===== config.mk =====
export PLATFORM = sky130hd
export DESIGN_NAME = utsc_core
export DESIGN_NICKNAME = d
export VERILOG_FILES = /design/src/utsc_pkg.sv /design/src/utsc_core.sv /design/src/utsc_baud.sv /design/src/utsc_rx_smp.sv
export VERILOG_INCLUDE_DIRS = /design/src
export SDC_FILE = /design/constraint.sdc
export NUM_CORES = 1
export LEC_CHECK = 0
export ABC_CLOCK_PERIOD_IN_PS = 2800
export CORE_UTILIZATION = 48
export CTS_BUF_LIST = sky130_fd_sc_hd__clkbuf_16
export DETAILED_ROUTE_END_ITERATION = 10
export DONT_BUFFER_PORTS = 1
export HOLD_SLACK_MARGIN = 0.1
export PLACE_DENSITY = 0.69
export SYNTH_ARGS = -nofsm -noshare
export SYNTH_HDL_FRONTEND = slang
export SYNTH_SLANG_ARGS = --single-unit

===== constraint.sdc =====
create_clock -name clk_sys -period 2.8 [get_ports clk_sys]
set_clock_uncertainty 0.05 [all_clocks]
set_input_delay 0.56 -clock clk_sys [delete_from_list [all_inputs] [get_ports clk_sys]]
set_output_delay 0.56 -clock clk_sys [all_outputs]
set_load 0.03 [all_outputs]

===== src/utsc_map.svh =====
// constants for the serial transmitter and receiver core
`ifndef UTSC_MAP_SVH
`define UTSC_MAP_SVH
// control register bits
`define CTL_TEN 0
`define CTL_REN 1
`define CTL_TIN 2
`define CTL_RIN 3
`define CTL_TIS 4
`define CTL_CTS 5
`define CTL_RTS 6
// mode register fields
`define MOD_LEN_LO 0
`define MOD_LEN_HI 1
`define MOD_STB 3
`define MOD_PMD 4
`define MOD_PEN 5
`define MOD_PSC_LO 6
`define MOD_PSC_HI 7
`define LEN_7 2'h0
`define LEN_9 2'h2
// status register bits
`define ST_TBE 0
`define ST_TCM 1
`define ST_RBF 2
`define ST_OER 3
`define ST_FER 4
`define ST_PER 5
`define ST_SER 6
`define TX_INIT_STS 2'h3
// prescaler selections and count masks
`define PSC_X1 2'h0
`define PSC_X8 2'h1
`define PSC_X32 2'h2
`define PSC_M8 8'h07
`define PSC_M32 8'h1F
`define PSC_M256 8'hFF
// oversampling phases
`define SMP_FIRST 4'h7
`define SMP_LAST 4'h9
`define START_MIN 4'h2
`define PHASE_LAST 4'hF
`endif


===== src/utsc_pkg.sv =====
// types and shared functions of the serial core
package utsc_pkg;
`include "utsc_map.svh"
  typedef enum logic [2:0] {
    SMP_IDLE = 3'b001,
    SMP_HUNT = 3'b010,
    SMP_RUN  = 3'b100
  } utsc_smp_state_type;
  typedef enum logic [1:0] {
    TX_IDLE  = 2'b01,
    TX_SHIFT = 2'b10
  } utsc_tx_state_type;
  typedef enum logic [1:0] {
    RX_IDLE  = 2'b01,
    RX_FRAME = 2'b10
  } utsc_rx_state_type;

  // two of three vote
  function automatic logic utsc_major3(input logic [2:0] s);
    return (s[0] & s[1]) | (s[0] & s[2]) | (s[1] & s[2]);
  endfunction : utsc_major3

  // data bits per character
  function automatic logic [3:0] utsc_data_len(input logic [1:0] sel);
    if (sel == `LEN_7) return 4'h7;
    if (sel == `LEN_9) return 4'h9;
    return 4'h8;
  endfunction : utsc_data_len

  // expected parity bit; even selects even parity
  function automatic logic utsc_parity(input logic [8:0] d,
                                       input logic [3:0] len,
                                       input logic       even);
    logic p;
    p = 1'b0;
    for (int i = 0; i < 9; i++) begin
      if (4'(i) < len) p = p ^ d[i];
    end
    return even ? p : ~p;
  endfunction : utsc_parity
endpackage : utsc_pkg


===== src/utsc_core.sv =====
// serial transmitter and receiver with status flags and interrupts
`timescale 1ns/1ns
`include "utsc_map.svh"
module utsc_core import utsc_pkg::*; (
  // clock and reset
  input  wire logic       clk_sys,
  input  wire logic       reset,
  // configuration
  input  wire logic [6:0] serial_control_register,
  input  wire logic [7:0] serial_mode_register,
  input  wire logic [7:0] baud_rate_generator,
  // transmit buffer writes
  input  wire logic       buffer_low_byte_wr,
  input  wire logic [7:0] buffer_low_byte_in,
  input  wire logic       buffer_high_byte_wr,
  input  wire logic       buffer_high_byte_in,
  // receive buffer and status reads
  input  wire logic       buffer_low_byte_rd,
  input  wire logic       status_rd,
  output logic [8:0]      receive_buffer,
  output logic [7:0]      serial_status_register,
  // interrupt requests
  output logic            transmit_interrupt,
  output logic            receive_full_interrupt,
  output logic            receive_error_interrupt,
  // serial pins
  input  wire logic       receive_data_input,
  input  wire logic       clear_to_send_input,
  output logic            transmit_data_output,
  output logic            request_to_send_output
);
  // control and mode decode
  logic       transmit_enable_bit;
  logic       ren;
  logic       transmitter_init_bit;
  logic       receiver_init_bit;
  logic       transmit_interrupt_select;
  logic       cts_en;
  logic       rts_en;
  logic       stb;
  logic       parity_select;
  logic       parity_enable;
  logic [3:0] data_len;
  logic       tick16;

  assign transmit_enable_bit      = serial_control_register[`CTL_TEN];
  assign ren      = serial_control_register[`CTL_REN];
  assign transmitter_init_bit      = serial_control_register[`CTL_TIN];
  assign receiver_init_bit      = serial_control_register[`CTL_RIN];
  assign transmit_interrupt_select      = serial_control_register[`CTL_TIS];
  assign cts_en   = serial_control_register[`CTL_CTS];
  assign rts_en   = serial_control_register[`CTL_RTS];
  assign stb      = serial_mode_register[`MOD_STB];
  assign parity_select      = serial_mode_register[`MOD_PMD];
  assign parity_enable      = serial_mode_register[`MOD_PEN];
  assign data_len = utsc_data_len(
    serial_mode_register[`MOD_LEN_HI:`MOD_LEN_LO]);

  // pins cross into the clock domain through two flops
  logic rxd_s1_q;
  logic rxd_s2_q;
  logic cts_s1_q;
  logic cts_s2_q;
  always_ff @(posedge clk_sys) begin
    if (reset) begin
      rxd_s1_q <= 1'b1;
      rxd_s2_q <= 1'b1;
      cts_s1_q <= 1'b1;
      cts_s2_q <= 1'b1;
    end else begin
      rxd_s1_q <= receive_data_input;
      rxd_s2_q <= rxd_s1_q;
      cts_s1_q <= clear_to_send_input;
      cts_s2_q <= cts_s1_q;
    end
  end

  utsc_baud u_baud (
    .clk_sys (clk_sys),
    .reset   (reset),
    .psc_sel (serial_mode_register[`MOD_PSC_HI:`MOD_PSC_LO]),
    .divisor (baud_rate_generator),
    .tick16  (tick16)
  );

  // ---------------- transmit side
  utsc_tx_state_type tx_state_q;
  logic [8:0]  tx_buf_q;
  logic [12:0] tx_frame_q;
  logic [12:0] tx_frame_w;
  logic [3:0]  tx_left_q;
  logic [3:0]  tx_ph_q;
  logic [3:0]  tx_len_w;
  logic        tbe_q;
  logic        tcm_q;
  logic        tx_irq_q;
  logic        tx_par;
  logic        cts_ok;
  logic        can_load;
  logic        bit_end;
  logic        last_end;
  logic        load;
  logic        tcm_set;

  // a load is held off in the write cycle so no character is lost
  assign tx_par   = utsc_parity(tx_buf_q, data_len, parity_select);
  assign cts_ok   = ~cts_en | ~cts_s2_q;
  assign can_load = ~tbe_q & transmit_enable_bit & cts_ok & ~buffer_low_byte_wr & ~transmitter_init_bit;
  assign bit_end  = (tx_state_q == TX_SHIFT) & tick16
                    & (tx_ph_q == `PHASE_LAST);
  assign last_end = bit_end & (tx_left_q == 4'h1);
  assign load     = ((tx_state_q == TX_IDLE) | last_end) & can_load;
  assign tcm_set  = last_end & ~can_load;
  assign tx_len_w = 4'h2 + data_len + {3'h0, parity_enable} + {3'h0, stb};

  // frame image: start, data LSB first, parity, stop ones above
  always_comb begin
    tx_frame_w    = '1;
    tx_frame_w[0] = 1'b0;
    for (int i = 0; i < 9; i++) begin
      if (4'(i) < data_len) tx_frame_w[i + 1] = tx_buf_q[i];
    end
    if (parity_enable) tx_frame_w[data_len + 4'h1] = tx_par;
  end

  // transmit buffer, high bit written first by software
  always_ff @(posedge clk_sys) begin
    if (reset) begin
      tx_buf_q <= 9'h000;
    end else begin
      if (buffer_low_byte_wr) tx_buf_q[7:0] <= buffer_low_byte_in;
      if (buffer_high_byte_wr) tx_buf_q[8] <= buffer_high_byte_in;
    end
  end

  // shifter and transmit flags; enable changes never cut a frame
  always_ff @(posedge clk_sys) begin
    if (reset || transmitter_init_bit) begin
      tx_state_q <= TX_IDLE;
      tx_frame_q <= '1;
      tx_left_q  <= 4'h0;
      tx_ph_q    <= 4'h0;
      tbe_q      <= 1'b1;
      tcm_q      <= 1'b1;
    end else begin
      if (tx_state_q == TX_SHIFT && tick16) tx_ph_q <= tx_ph_q + 4'h1;
      if (bit_end && !last_end) begin
        tx_frame_q <= tx_frame_q >> 1;
        tx_left_q  <= tx_left_q - 4'h1;
      end
      if (tcm_set) begin
        tcm_q      <= 1'b1;
        tx_state_q <= TX_IDLE;
        tx_frame_q <= '1;
      end
      if (buffer_low_byte_wr) tbe_q <= 1'b0;
      if (load) begin
        tx_frame_q <= tx_frame_w;
        tx_left_q  <= tx_len_w;
        tx_ph_q    <= 4'h0;
        tx_state_q <= TX_SHIFT;
        tbe_q      <= 1'b1;
        tcm_q      <= 1'b0;
      end
    end
  end

  // interrupt source picked by the select bit
  always_ff @(posedge clk_sys) begin
    if (reset) begin
      tx_irq_q <= 1'b0;
    end else begin
      tx_irq_q <= transmit_interrupt_select ? tcm_set : load;
    end
  end

  assign transmit_data_output = tx_frame_q[0];
  assign transmit_interrupt   = tx_irq_q;

  // ---------------- receive side
  utsc_rx_state_type rx_state_q;
  logic [8:0] rx_shift_q;
  logic [8:0] rx_buf_q;
  logic [8:0] pnd_data_q;
  logic [3:0] rx_cnt_q;
  logic [3:0] rx_need;
  logic       rx_par_q;
  logic       rx_fer_q;
  logic       start_ok;
  logic       bit_ok;
  logic       bit_val;
  logic       rx_last;
  logic       pnd_q;
  logic       pnd_fer_q;
  logic       pnd_per_q;
  logic       apply;
  logic       oer_w;
  logic       err_w;
  logic       rbf_q;
  logic       oer_q;
  logic       fer_q;
  logic       per_q;
  logic       ser_q;
  logic       full_irq_q;
  logic       err_irq_q;
  logic       rts_q;

  assign rx_need = data_len + {3'h0, parity_enable} + 4'h1 + {3'h0, stb};
  assign rx_last = (rx_state_q == RX_FRAME) & bit_ok
                   & (rx_cnt_q == rx_need - 4'h1);

  utsc_rx_smp u_smp (
    .clk_sys  (clk_sys),
    .reset    (reset),
    .line     (rxd_s2_q),
    .tick16   (tick16),
    .enable   (ren & ~receiver_init_bit),
    .stop     (rx_last),
    .start_ok (start_ok),
    .bit_ok   (bit_ok),
    .bit_val  (bit_val)
  );

  // frame assembly; last bit always lands on a stop bit
  always_ff @(posedge clk_sys) begin
    if (reset || receiver_init_bit || !ren) begin
      rx_state_q <= RX_IDLE;
      rx_cnt_q   <= 4'h0;
      rx_shift_q <= 9'h000;
      rx_par_q   <= 1'b0;
      rx_fer_q   <= 1'b0;
    end else if (start_ok) begin
      rx_state_q <= RX_FRAME;
      rx_cnt_q   <= 4'h0;
      rx_shift_q <= 9'h000;
      rx_fer_q   <= 1'b0;
    end else if (rx_state_q == RX_FRAME && bit_ok) begin
      rx_cnt_q <= rx_cnt_q + 4'h1;
      if (rx_cnt_q < data_len) rx_shift_q[rx_cnt_q] <= bit_val;
      else if (parity_enable && rx_cnt_q == data_len) rx_par_q <= bit_val;
      else if (!bit_val) rx_fer_q <= 1'b1;
      if (rx_last) rx_state_q <= RX_IDLE;
    end
  end

  // finished character waits here while status is being read
  always_ff @(posedge clk_sys) begin
    if (reset || receiver_init_bit) begin
      pnd_q      <= 1'b0;
      pnd_fer_q  <= 1'b0;
      pnd_per_q  <= 1'b0;
      pnd_data_q <= 9'h000;
    end else if (rx_last) begin
      pnd_q      <= 1'b1;
      pnd_fer_q  <= rx_fer_q | ~bit_val;
      pnd_per_q  <= parity_enable & (rx_par_q
                    != utsc_parity(rx_shift_q, data_len, parity_select));
      pnd_data_q <= rx_shift_q;
    end else if (apply) begin
      pnd_q <= 1'b0;
    end
  end

  assign apply = pnd_q & ~status_rd;
  assign oer_w = rbf_q | ser_q;
  assign err_w = pnd_fer_q | pnd_per_q | oer_w;

  // receive flags; a late event beats a same-cycle clear
  always_ff @(posedge clk_sys) begin
    if (reset || receiver_init_bit) begin
      rbf_q <= 1'b0;
      oer_q <= 1'b0;
      fer_q <= 1'b0;
      per_q <= 1'b0;
      ser_q <= 1'b0;
    end else begin
      if (status_rd) begin
        oer_q <= 1'b0;
        fer_q <= 1'b0;
        per_q <= 1'b0;
        ser_q <= 1'b0;
      end
      if (buffer_low_byte_rd) rbf_q <= 1'b0;
      if (apply && err_w) begin
        oer_q <= oer_q | oer_w;
        fer_q <= fer_q | pnd_fer_q;
        per_q <= per_q | pnd_per_q;
        ser_q <= 1'b1;
      end else if (apply) begin
        rbf_q <= 1'b1;
      end
    end
  end

  // receive buffer and interrupt pulses
  always_ff @(posedge clk_sys) begin
    if (reset) begin
      rx_buf_q   <= 9'h000;
      full_irq_q <= 1'b0;
      err_irq_q  <= 1'b0;
      rts_q      <= 1'b1;
    end else begin
      if (apply && !err_w && !receiver_init_bit) rx_buf_q <= pnd_data_q;
      full_irq_q <= apply & ~err_w & ~receiver_init_bit;
      err_irq_q  <= apply & err_w & ~receiver_init_bit;
      rts_q <= ~(rts_en & ren & ~receiver_init_bit & (rx_state_q == RX_IDLE));
    end
  end

  assign receive_buffer          = rx_buf_q;
  assign receive_full_interrupt  = full_irq_q;
  assign receive_error_interrupt = err_irq_q;
  assign request_to_send_output  = rts_q;

  // status image; top bit and writes have no effect
  always_comb begin
    serial_status_register          = 8'h00;
    serial_status_register[`ST_TBE] = tbe_q;
    serial_status_register[`ST_TCM] = tcm_q;
    serial_status_register[`ST_RBF] = rbf_q;
    serial_status_register[`ST_OER] = oer_q;
    serial_status_register[`ST_FER] = fer_q;
    serial_status_register[`ST_PER] = per_q;
    serial_status_register[`ST_SER] = ser_q;
  end
endmodule : utsc_core


===== src/utsc_baud.sv =====
// prescaler and baud divider giving the 16x basic clock tick
`timescale 1ns/1ns
`include "utsc_map.svh"
module utsc_baud import utsc_pkg::*; (
  // clock and reset
  input  wire logic       clk_sys,
  input  wire logic       reset,
  // settings
  input  wire logic [1:0] psc_sel,
  input  wire logic [7:0] divisor,
  // tick out
  output logic            tick16
);
  logic [7:0] psc_q;
  logic [7:0] div_q;
  logic       tick_q;
  logic       pre_tick;
  logic       div_wrap;

  // prescaler taps chosen by the mode field
  assign pre_tick = (psc_sel == `PSC_X1)
    | ((psc_sel == `PSC_X8) & ((psc_q & `PSC_M8) == `PSC_M8))
    | ((psc_sel == `PSC_X32) & ((psc_q & `PSC_M32) == `PSC_M32))
    | ((psc_sel > `PSC_X32) & (psc_q == `PSC_M256));
  assign div_wrap = pre_tick & (div_q == divisor);
  assign tick16   = tick_q;

  // divide by divisor plus one
  always_ff @(posedge clk_sys) begin
    if (reset) begin
      psc_q  <= 8'h00;
      div_q  <= 8'h00;
      tick_q <= 1'b0;
    end else begin
      psc_q  <= psc_q + 8'h01;
      tick_q <= div_wrap;
      if (pre_tick) div_q <= div_wrap ? 8'h00 : div_q + 8'h01;
    end
  end
endmodule : utsc_baud


===== src/utsc_rx_smp.sv =====
// start detection and three-sample majority of receive bits
`timescale 1ns/1ns
`include "utsc_map.svh"
module utsc_rx_smp import utsc_pkg::*; (
  // clock and reset
  input  wire logic clk_sys,
  input  wire logic reset,
  // line and timing
  input  wire logic line,
  input  wire logic tick16,
  input  wire logic enable,
  input  wire logic stop,
  // results
  output logic      start_ok,
  output logic      bit_ok,
  output logic      bit_val
);
  utsc_smp_state_type state_q;
  logic [3:0] phase_q;
  logic [2:0] smp_q;
  logic       prev_q;
  logic       start_q;
  logic       bitok_q;
  logic       bitval_q;
  logic       fall;
  logic       at_smp;
  logic       at_dec;
  logic       early_hi;
  logic       vote;

  // line is already synchronised by the caller
  assign fall     = prev_q & ~line;
  assign at_smp   = tick16 & (phase_q >= `SMP_FIRST)
                    & (phase_q <= `SMP_LAST);
  assign at_dec   = tick16 & (phase_q == `SMP_LAST);
  assign early_hi = tick16 & line & (phase_q < `START_MIN);
  assign vote     = utsc_major3({smp_q[1:0], line});
  assign start_ok = start_q;
  assign bit_ok   = bitok_q;
  assign bit_val  = bitval_q;

  // hunting, then per-bit decisions every 16 ticks
  always_ff @(posedge clk_sys) begin
    if (reset) begin
      state_q  <= SMP_IDLE;
      phase_q  <= 4'h0;
      smp_q    <= 3'h7;
      prev_q   <= 1'b1;
      start_q  <= 1'b0;
      bitok_q  <= 1'b0;
      bitval_q <= 1'b1;
    end else begin
      prev_q  <= line;
      start_q <= 1'b0;
      bitok_q <= 1'b0;
      if (tick16 && state_q != SMP_IDLE) phase_q <= phase_q + 4'h1;
      if (at_smp) smp_q <= {smp_q[1:0], line};
      unique case (state_q)
        SMP_IDLE: begin
          if (enable && fall) begin
            state_q <= SMP_HUNT;
            phase_q <= 4'h0;
          end
        end
        SMP_HUNT: begin
          if (!enable || early_hi) begin
            state_q <= SMP_IDLE;
          end else if (at_dec) begin
            state_q <= vote ? SMP_IDLE : SMP_RUN;
            start_q <= ~vote;
          end
        end
        SMP_RUN: begin
          if (!enable || stop) begin
            state_q <= SMP_IDLE;
          end else if (at_dec) begin
            bitok_q  <= 1'b1;
            bitval_q <= vote;
          end
        end
      endcase
    end
  end
endmodule : utsc_rx_smp


==> reports/metrics.cfg, run 1 <==
[clocking]
clk_pin_slew_ns=0.05
cts_max_path_buffers=2
cts_tree=done
root_buffer=clkbuf_16
clock_latency_ns=0.42
cts_max_level=4
cts_resized=0
cts_buffers=17
postCtsHoldBufs=0
postCtsSetupRepairBufs=0
clock_sinks=114

[logic_synthesis]
yosys_warnings=0
avgSynthCellArea_um2=8.84
synth-seq-cells=114
synth.distinct_cells=67
synthFlopType=dfxtp_1
synth_edf_count=0
syn_area_mm2=0.00553
yosysSeqAreaShare_pct=41.2
synth_nets=688
syn_inst=626
async_flop_share_pct=0

[cells_and_area]
area_growth_pct=13.0
regArea_mm2=0.00228
nFillCells=979
nNetsFinal=684
multi_input_area_mm2=0.00300
drive_above_1_share_pct=8.35
diodes=0

[drt]
routed_via_density=5.67
via_count=4393
first_pass_iters=5
drt_iter0_drc=207
wl_per_cell_um=15.1
final_antenna_net_count=0
route.detailed.drc=0
wl_mm=11.7

[timing]
fmax_ghz=0.437
relSlewSlack_pct=48.9
hold_violations=0
slew_violations=0
rsz0062_at_grt=no
layout_worst_path_cycle_share_pct=81.7
setup_viol=0
worstMarginPinSlew_ns=0.764
finalSetupTns_ns=0
final.min_clock_period_ns=2.29

[global_route]
grt_overflow=0
grt_pass1_wl_mm=19.1
grt_max_degree=56
grt_usage_pct=20.9
antenna_found_initial=0
grt_pass1_vias=4177

[hold_path]
min_path_cells=1
hp-start=status_rd
hp-class=input port to flop
holdPathEnd=oer_q$_SDFFE_PP0P_

[setup_path]
critical_path.max_stage_delay_ns=0.47
worst-path-buf-inv=0
r2r_cells=6
cp-start-kind=flop
worst-path-stages=6
worst-endpoint-arrival_ns=2.53
critPathTopFamily=simple AND/OR/NAND/NOR gates
critPathKind=flop to flop
endpoint_kind=flop
worst_r2r_endpoint=tx_frame_q[8]$_SDFFE_PP1P_
reg2reg_from=tx_left_q[0]$_SDFFE_PP0P_
critPathSlowestCell=or4_1
path_cells=ha_1 -> or3b_4 -> nor3_4 -> o21ai_2 -> or4_1 -> a221o_1
worstPathRequired_ns=3.04
r2r_slack_ns=0.51
worstPathMaxFanout=6

[die]
rows=38
die_area_mm2=0.0120
core_area_mm2=0.0110
dieWidth_um=109
ios=62
start_util_pct=50.2
die_h_um=109

[power]
ir_worst_vdd_mv=0.664
power_density_mw_per_mm2=651
total_power_mw=4.07
p_leak_nw=2.40

[outcome]
status=complete, no violations

[job]
maxCapViolations=0

[place]
hpwlAfterDp_mm=8.28
gp_congestion=0.828
port_buffers=0

[registers in the layout (all words and copies together), names as in the netlist, 2 cells and up]
register        count
tx_frame_q         13
pnd_data_q          9
receive_buffer      9
rx_shift_q          9
tx_buf_q            9
u_baud.div_q        8
u_baud.psc_q        8
rx_cnt_q            4
tx_left_q           4
tx_ph_q             4
u_smp.phase_q       4
u_smp.state_q       3
rx_state_q          2
tx_state_q          2
u_smp.smp_q         2
[where the power goes]
group          switching [mW]  internal (mW)  total (mW)
clock network           0.760           1.48        2.24
logic                  0.0898         0.0745       0.164
registers              0.0244           1.65        1.67
total                   0.875           3.20        4.07
[cells in the final DEF, fill, tap and decap left out, types with 3 or more instances in the layout]
master / instances
a211oi_1: 4
a21oi_1: 52
a31oi_1: 4
and3_1: 6
buf_4: 10
bufinv_16: 4
clkbuf_16: 17
clkinv_4: 3
clkinvlp_4: 4
dfxtp_1: 114
ha_1: 21
inv_1: 25
mux2i_1: 38
nand2_1: 44
nand2b_1: 6
nand3_1: 19
nand4_1: 5
nand4b_1: 4
nor2_1: 77
nor2b_1: 8
nor3_1: 16
nor3b_1: 4
nor4_1: 3
o211ai_1: 3
o21a_1: 4
o21ai_0: 20
o221ai_1: 7
o22ai_1: 3
or2_1: 3
or2_2: 6
or3_1: 3
or3b_1: 3
or4_1: 4
or4b_1: 8
xnor2_1: 22
xor2_1: 21
[cell type report]
class,count,share of cell area [%]
clock inverters,15,3.10
multi-input cells,455,47.9
clock buffers,17,6.80
well taps,140,2.80
repair buffers,11,1.52
inverters,23,1.38
flip-flops and latches,114,36.5
[per-layer routing]
metal / global-route usage, % / routed length [µm] / vias up
met5: 0 / 0 / -
met4: 9.52 / 197 / 0
met3: 6.64 / 723 / 20
met2: 33.6 / 5370 / 127
met1: 25.6 / 5430 / 2057
li1: - / - / 2189
[per-stage QoR]
step	instances	util, %	cell area, µm²	hold WS (ns)	worst slack, ns
after floorplan	626	-	5530	0.339	0.234
after global placement	743	51.1	5640	0.346	0.337
after detailed placement	743	51.1	5640	0.347	0.266
after CTS	775	56.7	6260	0.138	0.526
after global routing	775	56.7	6260	0.148	0.403
final	775	56.7	6260	0.159	0.513
[cell families (layout without fill, tap and decap cells)]
group	count (synthesis)	in the layout	share of synthesized area [%]
buffers and inverters	57	66	4.59
XOR/XNOR	44	44	7.21
adder cells (fa/ha/maj)	22	22	5.11
AO/OA/AOI/OAI	117	117	12.9
AND/OR/NAND/NOR	233	233	22.0
other	1	1	0.0678
flip-flops	114	114	41.2
multiplexers	38	38	6.87
[Yosys cell counts (16+ instances only)]
library cell	n	area [µm²]
nor2_1	77	289
nor3_1	16	80.1
xor2_1	21	184
o21ai_0	20	100
ha_1	21	263
dfxtp_1	114	2280
xnor2_1	22	193
mux2i_1	38	380
nand3_1	19	95.1
clkbuf_1	22	82.6
a21oi_1	52	260
inv_1	23	86.3
nand2_1	44	165
[worst max path at each step]
stage / from / endpoint / slack (ns)
floorplan: serial_mode_register[3] / pnd_data_q[3]$_SDFFE_PP0P_ / 0.23
global placement: serial_mode_register[0] / pnd_data_q[6]$_SDFFE_PP0P_ / 0.34
detailed placement: serial_mode_register[0] / pnd_data_q[4]$_SDFFE_PP0P_ / 0.27
CTS: tx_left_q[0]$_SDFFE_PP0P_ / tx_frame_q[8]$_SDFFE_PP1P_ / 0.53
global route: tx_left_q[0]$_SDFFE_PP0P_ / tx_frame_q[8]$_SDFFE_PP1P_ / 0.40
finish: tx_left_q[0]$_SDFFE_PP0P_ / tx_frame_q[8]$_SDFFE_PP1P_ / 0.51
Note: power is estimated with default switching activity, not from simulation.
==> run 2, diff against run 1 <==
ABC_AREA = 1   (was unset)
ABC_CLOCK_PERIOD_IN_PS = 2200   (was 2800)
clock period = 2.2 ns   (was 2.8 ns; I/O delays follow)
==> run 2 against run 1 <==
Net effect:
- wire length up 1.9%
- highest routed layer unchanged
- non-clock buffer count grew 14
- utilization up 0.28 points
- final area shrank 0.80%
- critical path depth up 7
- first-iteration DRC count is the same
- critical endpoint is now tx_frame_q[10]$_SDFFE_PP1P_
- maximum frequency up 13%
==> reports/metrics.cfg, run 2 <==
[drt]
wl_per_cell_um=13.5  ; was 15.1 µm
first_pass_iters=5  ; unchanged
routed_via_density=5.23  ; was 5.67
wl_mm=11.9  ; was 11.7 mm
drt_iter0_drc=207  ; unchanged
final_antenna_net_count=0  ; unchanged
via_count=4620  ; was 4,393
route.detailed.drc=0  ; unchanged

[setup_path]
critPathSlowestCell=dfxtp_1  ; was or4_1
critPathKind=flop to flop  ; unchanged
r2r_slack_ns=0.18  ; was 0.51 ns
critical_path.max_stage_delay_ns=0.37  ; was 0.47 ns
critPathTopFamily=simple AND/OR/NAND/NOR gates  ; unchanged
path_cells=ha_1 -> nand3_1 -> nor2_2 -> inv_2 -> nor2_4 -> inv_2 -> a21oi_4 -> inv_4 -> nand2_4 -> inv_2 -> o21ai_0 -> o21ai_1 -> nand2_1  ; was ha_1 -> or3b_4 -> nor3_4 -> o21ai_2 -> or4_1 -> a221o_1
cpMostUsedCell=inv_2
worstPathRequired_ns=2.51  ; was 3.04 ns
worstPathMaxFanout=14  ; was 6
worst-path-buf-inv=4  ; was 0
cp-start-kind=flop  ; unchanged
endpoint_kind=flop  ; unchanged
worst-endpoint-arrival_ns=2.33  ; was 2.53 ns

[timing]
relSlewSlack_pct=49.9  ; was 48.9%
hold_violations=0  ; unchanged
fmax_ghz=0.494  ; was 0.437 GHz
setup_viol=0  ; unchanged
worst_slack_ns=0.176  ; was 0.513 ns
finalSetupTns_ns=0  ; unchanged
layout_worst_path_cycle_share_pct=92.0  ; was 81.7%
final.min_clock_period_ns=2.02  ; was 2.29 ns
slew_violations=0  ; unchanged
rsz0062_at_grt=no  ; unchanged
worstMarginPinSlew_ns=0.749  ; was 0.764 ns

[place]
place_ws_ns=-0.176  ; was 0.266 ns
dpl_cell_area_mm2=0.00557  ; was 0.00564 mm²
gp_congestion=0.841  ; was 0.828
hpwlAfterDp_mm=8.59  ; was 8.28 mm
port_buffers=0  ; unchanged

[die]
ios=62  ; unchanged
start_util_pct=49.3  ; was 50.2%
rows=38  ; unchanged
die_h_um=108  ; was 109 µm
die_area_mm2=0.0116  ; was 0.0120 mm²
dieWidth_um=108  ; was 109 µm
core_area_mm2=0.0109  ; was 0.0110 mm²

[clocking]
clock_sinks=114  ; unchanged
clock_latency_ns=0.41  ; was 0.42 ns
cts_max_path_buffers=2  ; unchanged
cts_tree=done  ; unchanged
cts_max_level=4  ; unchanged
clk_pin_slew_ns=0.05  ; about the same
root_buffer=clkbuf_16  ; unchanged
cts_buffers=17  ; unchanged

[logic_synthesis]
synth_edf_count=0  ; unchanged
async_flop_share_pct=0  ; unchanged
syn_area_mm2=0.00537  ; was 0.00553 mm²
yosys-top-cells-count=dfxtp_1, nand2_1, inv_1  ; was dfxtp_1, nor2_1, a21oi_1
synth.area.top_cells=dfxtp_1, nand2_1, inv_1, nor2_1, a21oi_1  ; was dfxtp_1, mux2i_1, nor2_1, ha_1, a21oi_1
synth_nets=770  ; was 688
yosysSeqAreaShare_pct=42.5  ; was 41.2%
syn_inst=708  ; was 626
avgSynthCellArea_um2=7.58  ; was 8.84 µm²
yosys_warnings=0  ; unchanged
synth.distinct_cells=42  ; was 67
synthFlopType=dfxtp_1  ; unchanged
synth_top_cell_area_share_pct=42.5  ; was 41.2%
synth-seq-cells=114  ; unchanged
synth_area_leader_cell=dfxtp_1  ; unchanged
yosysMostFrequentCell=dfxtp_1  ; unchanged

[cells_and_area]
nNetsFinal=794  ; was 684
regMostFlops=tx_frame_q  ; unchanged
final_common_cell=dfxtp_1  ; unchanged
diodes=0  ; unchanged
layout_common_cells=dfxtp_1, nand2_1, inv_1  ; was dfxtp_1, nor2_1, a21oi_1
area_growth_pct=15.6  ; was 13.0%
nFillCells=997  ; was 979
drive_above_1_share_pct=10.2  ; was 8.35%
largest_reg_flops=13  ; unchanged
stdcell_area_mm2=0.00621  ; was 0.00626 mm²

[global_route]
grt_max_degree=20  ; was 56
antenna_found_initial=0  ; unchanged
grt_pass1_wl_mm=19.5  ; was 19.1 mm
grt_overflow=0  ; unchanged
grt_usage_pct=22.0  ; was 20.9%
grt_pass1_vias=4260  ; was 4,177

[hold_path]
hp-class=input port to flop  ; unchanged

[power]
p_leak_nw=2.52  ; was 2.40 nW
ir_worst_vdd_mv=0.461  ; was 0.664 mV
power_density_mw_per_mm2=817  ; was 651 mW/mm²
total_power_mw=5.07  ; was 4.07 mW

[outcome]
status=complete, no violations  ; unchanged

[job]
maxCapViolations=0  ; unchanged

-- run 2: repair_timing --
action	in CTS	in global routing
setup endpoints to repair	0	12
hold buffers	6	0
setup buffers	0	3
gates resized for setup	0	3
hold endpoints to repair	20	0
-- run 2: per-layer routing --
layer / share of wire (%) / track usage, % / vias up
li1: - / - / 2378
met1: 47 / 28.0 / 2135
met2: 47 / 35.1 / 96
met3: 5.0 / 6.66 / 11
met4: 1.3 / 7.73 / 0
met5: 0 / 0 / -
-- run 2: worst paths after layout --
check | cells past startpoint | from | to
worst max-delay path | 13 | tx_ph_q[0]$_SDFFE_PP0P_ | tx_frame_q[10]$_SDFFE_PP1P_
worst min-delay path | 2 | buffer_low_byte_in[7] | tx_buf_q[7]$_SDFFE_PP0P_
worst max register to register | 13 | tx_ph_q[0]$_SDFFE_PP0P_ | tx_frame_q[10]$_SDFFE_PP1P_
worst min register to register | 1 | rxd_s1_q$_SDFF_PP1_ | rxd_s2_q$_SDFF_PP1_
-- run 2: cell type report --
type | instances | area [µm²] | area share, %
multi-input combinational | 483 | 2650 | 42.7
sequential | 114 | 2280 | 36.8
clock buffer | 17 | 425 | 6.85
inverter | 91 | 348 | 5.60
timing repair buffer | 25 | 203 | 3.27
tap | 140 | 175 | 2.82
clock inverter | 14 | 123 | 1.98
-- run 2: through the flow --
step                      std cells  utilization [%]  hold slack, ns
after CTS                       881             56.7           0.106
after floorplan                 708                -           0.339
final                           884             57.0           0.123
after global routing            884             57.0           0.123
after global placement          844             51.2           0.345
after detailed placement        844             51.2           0.343
-- run 2: power breakdown --
part	internal [mW]	total, mW	switching, mW
Combinational	0.132	0.352	0.220
Sequential	2.12	2.17	0.0449
Clock	1.62	2.55	0.927
Total	3.88	5.07	1.19
-- run 2: worst reg2reg max path: stages (launching register included) --
cell and delay (ns):
dfxtp_1 0.37, ha_1 0.20, nand3_1 0.10, nor2_2 0.17, inv_2 0.06, nor2_4 0.12, inv_2 0.06, a21oi_4 0.28
inv_4 0.15, nand2_4 0.15, inv_2 0.05, o21ai_0 0.08, o21ai_1 0.09, nand2_1 0.06
-- run 2: logic make-up after synthesis --
logic type,after synthesis,share of synthesized area (%)
XOR/XNOR,29,4.73
buffers and inverters,111,8.72
flip-flops,114,42.5
AO/OA/AOI/OAI,148,15.2
adder cells (fa/ha/maj),23,5.45
AND/OR/NAND/NOR,282,23.3
other,1,0.0699
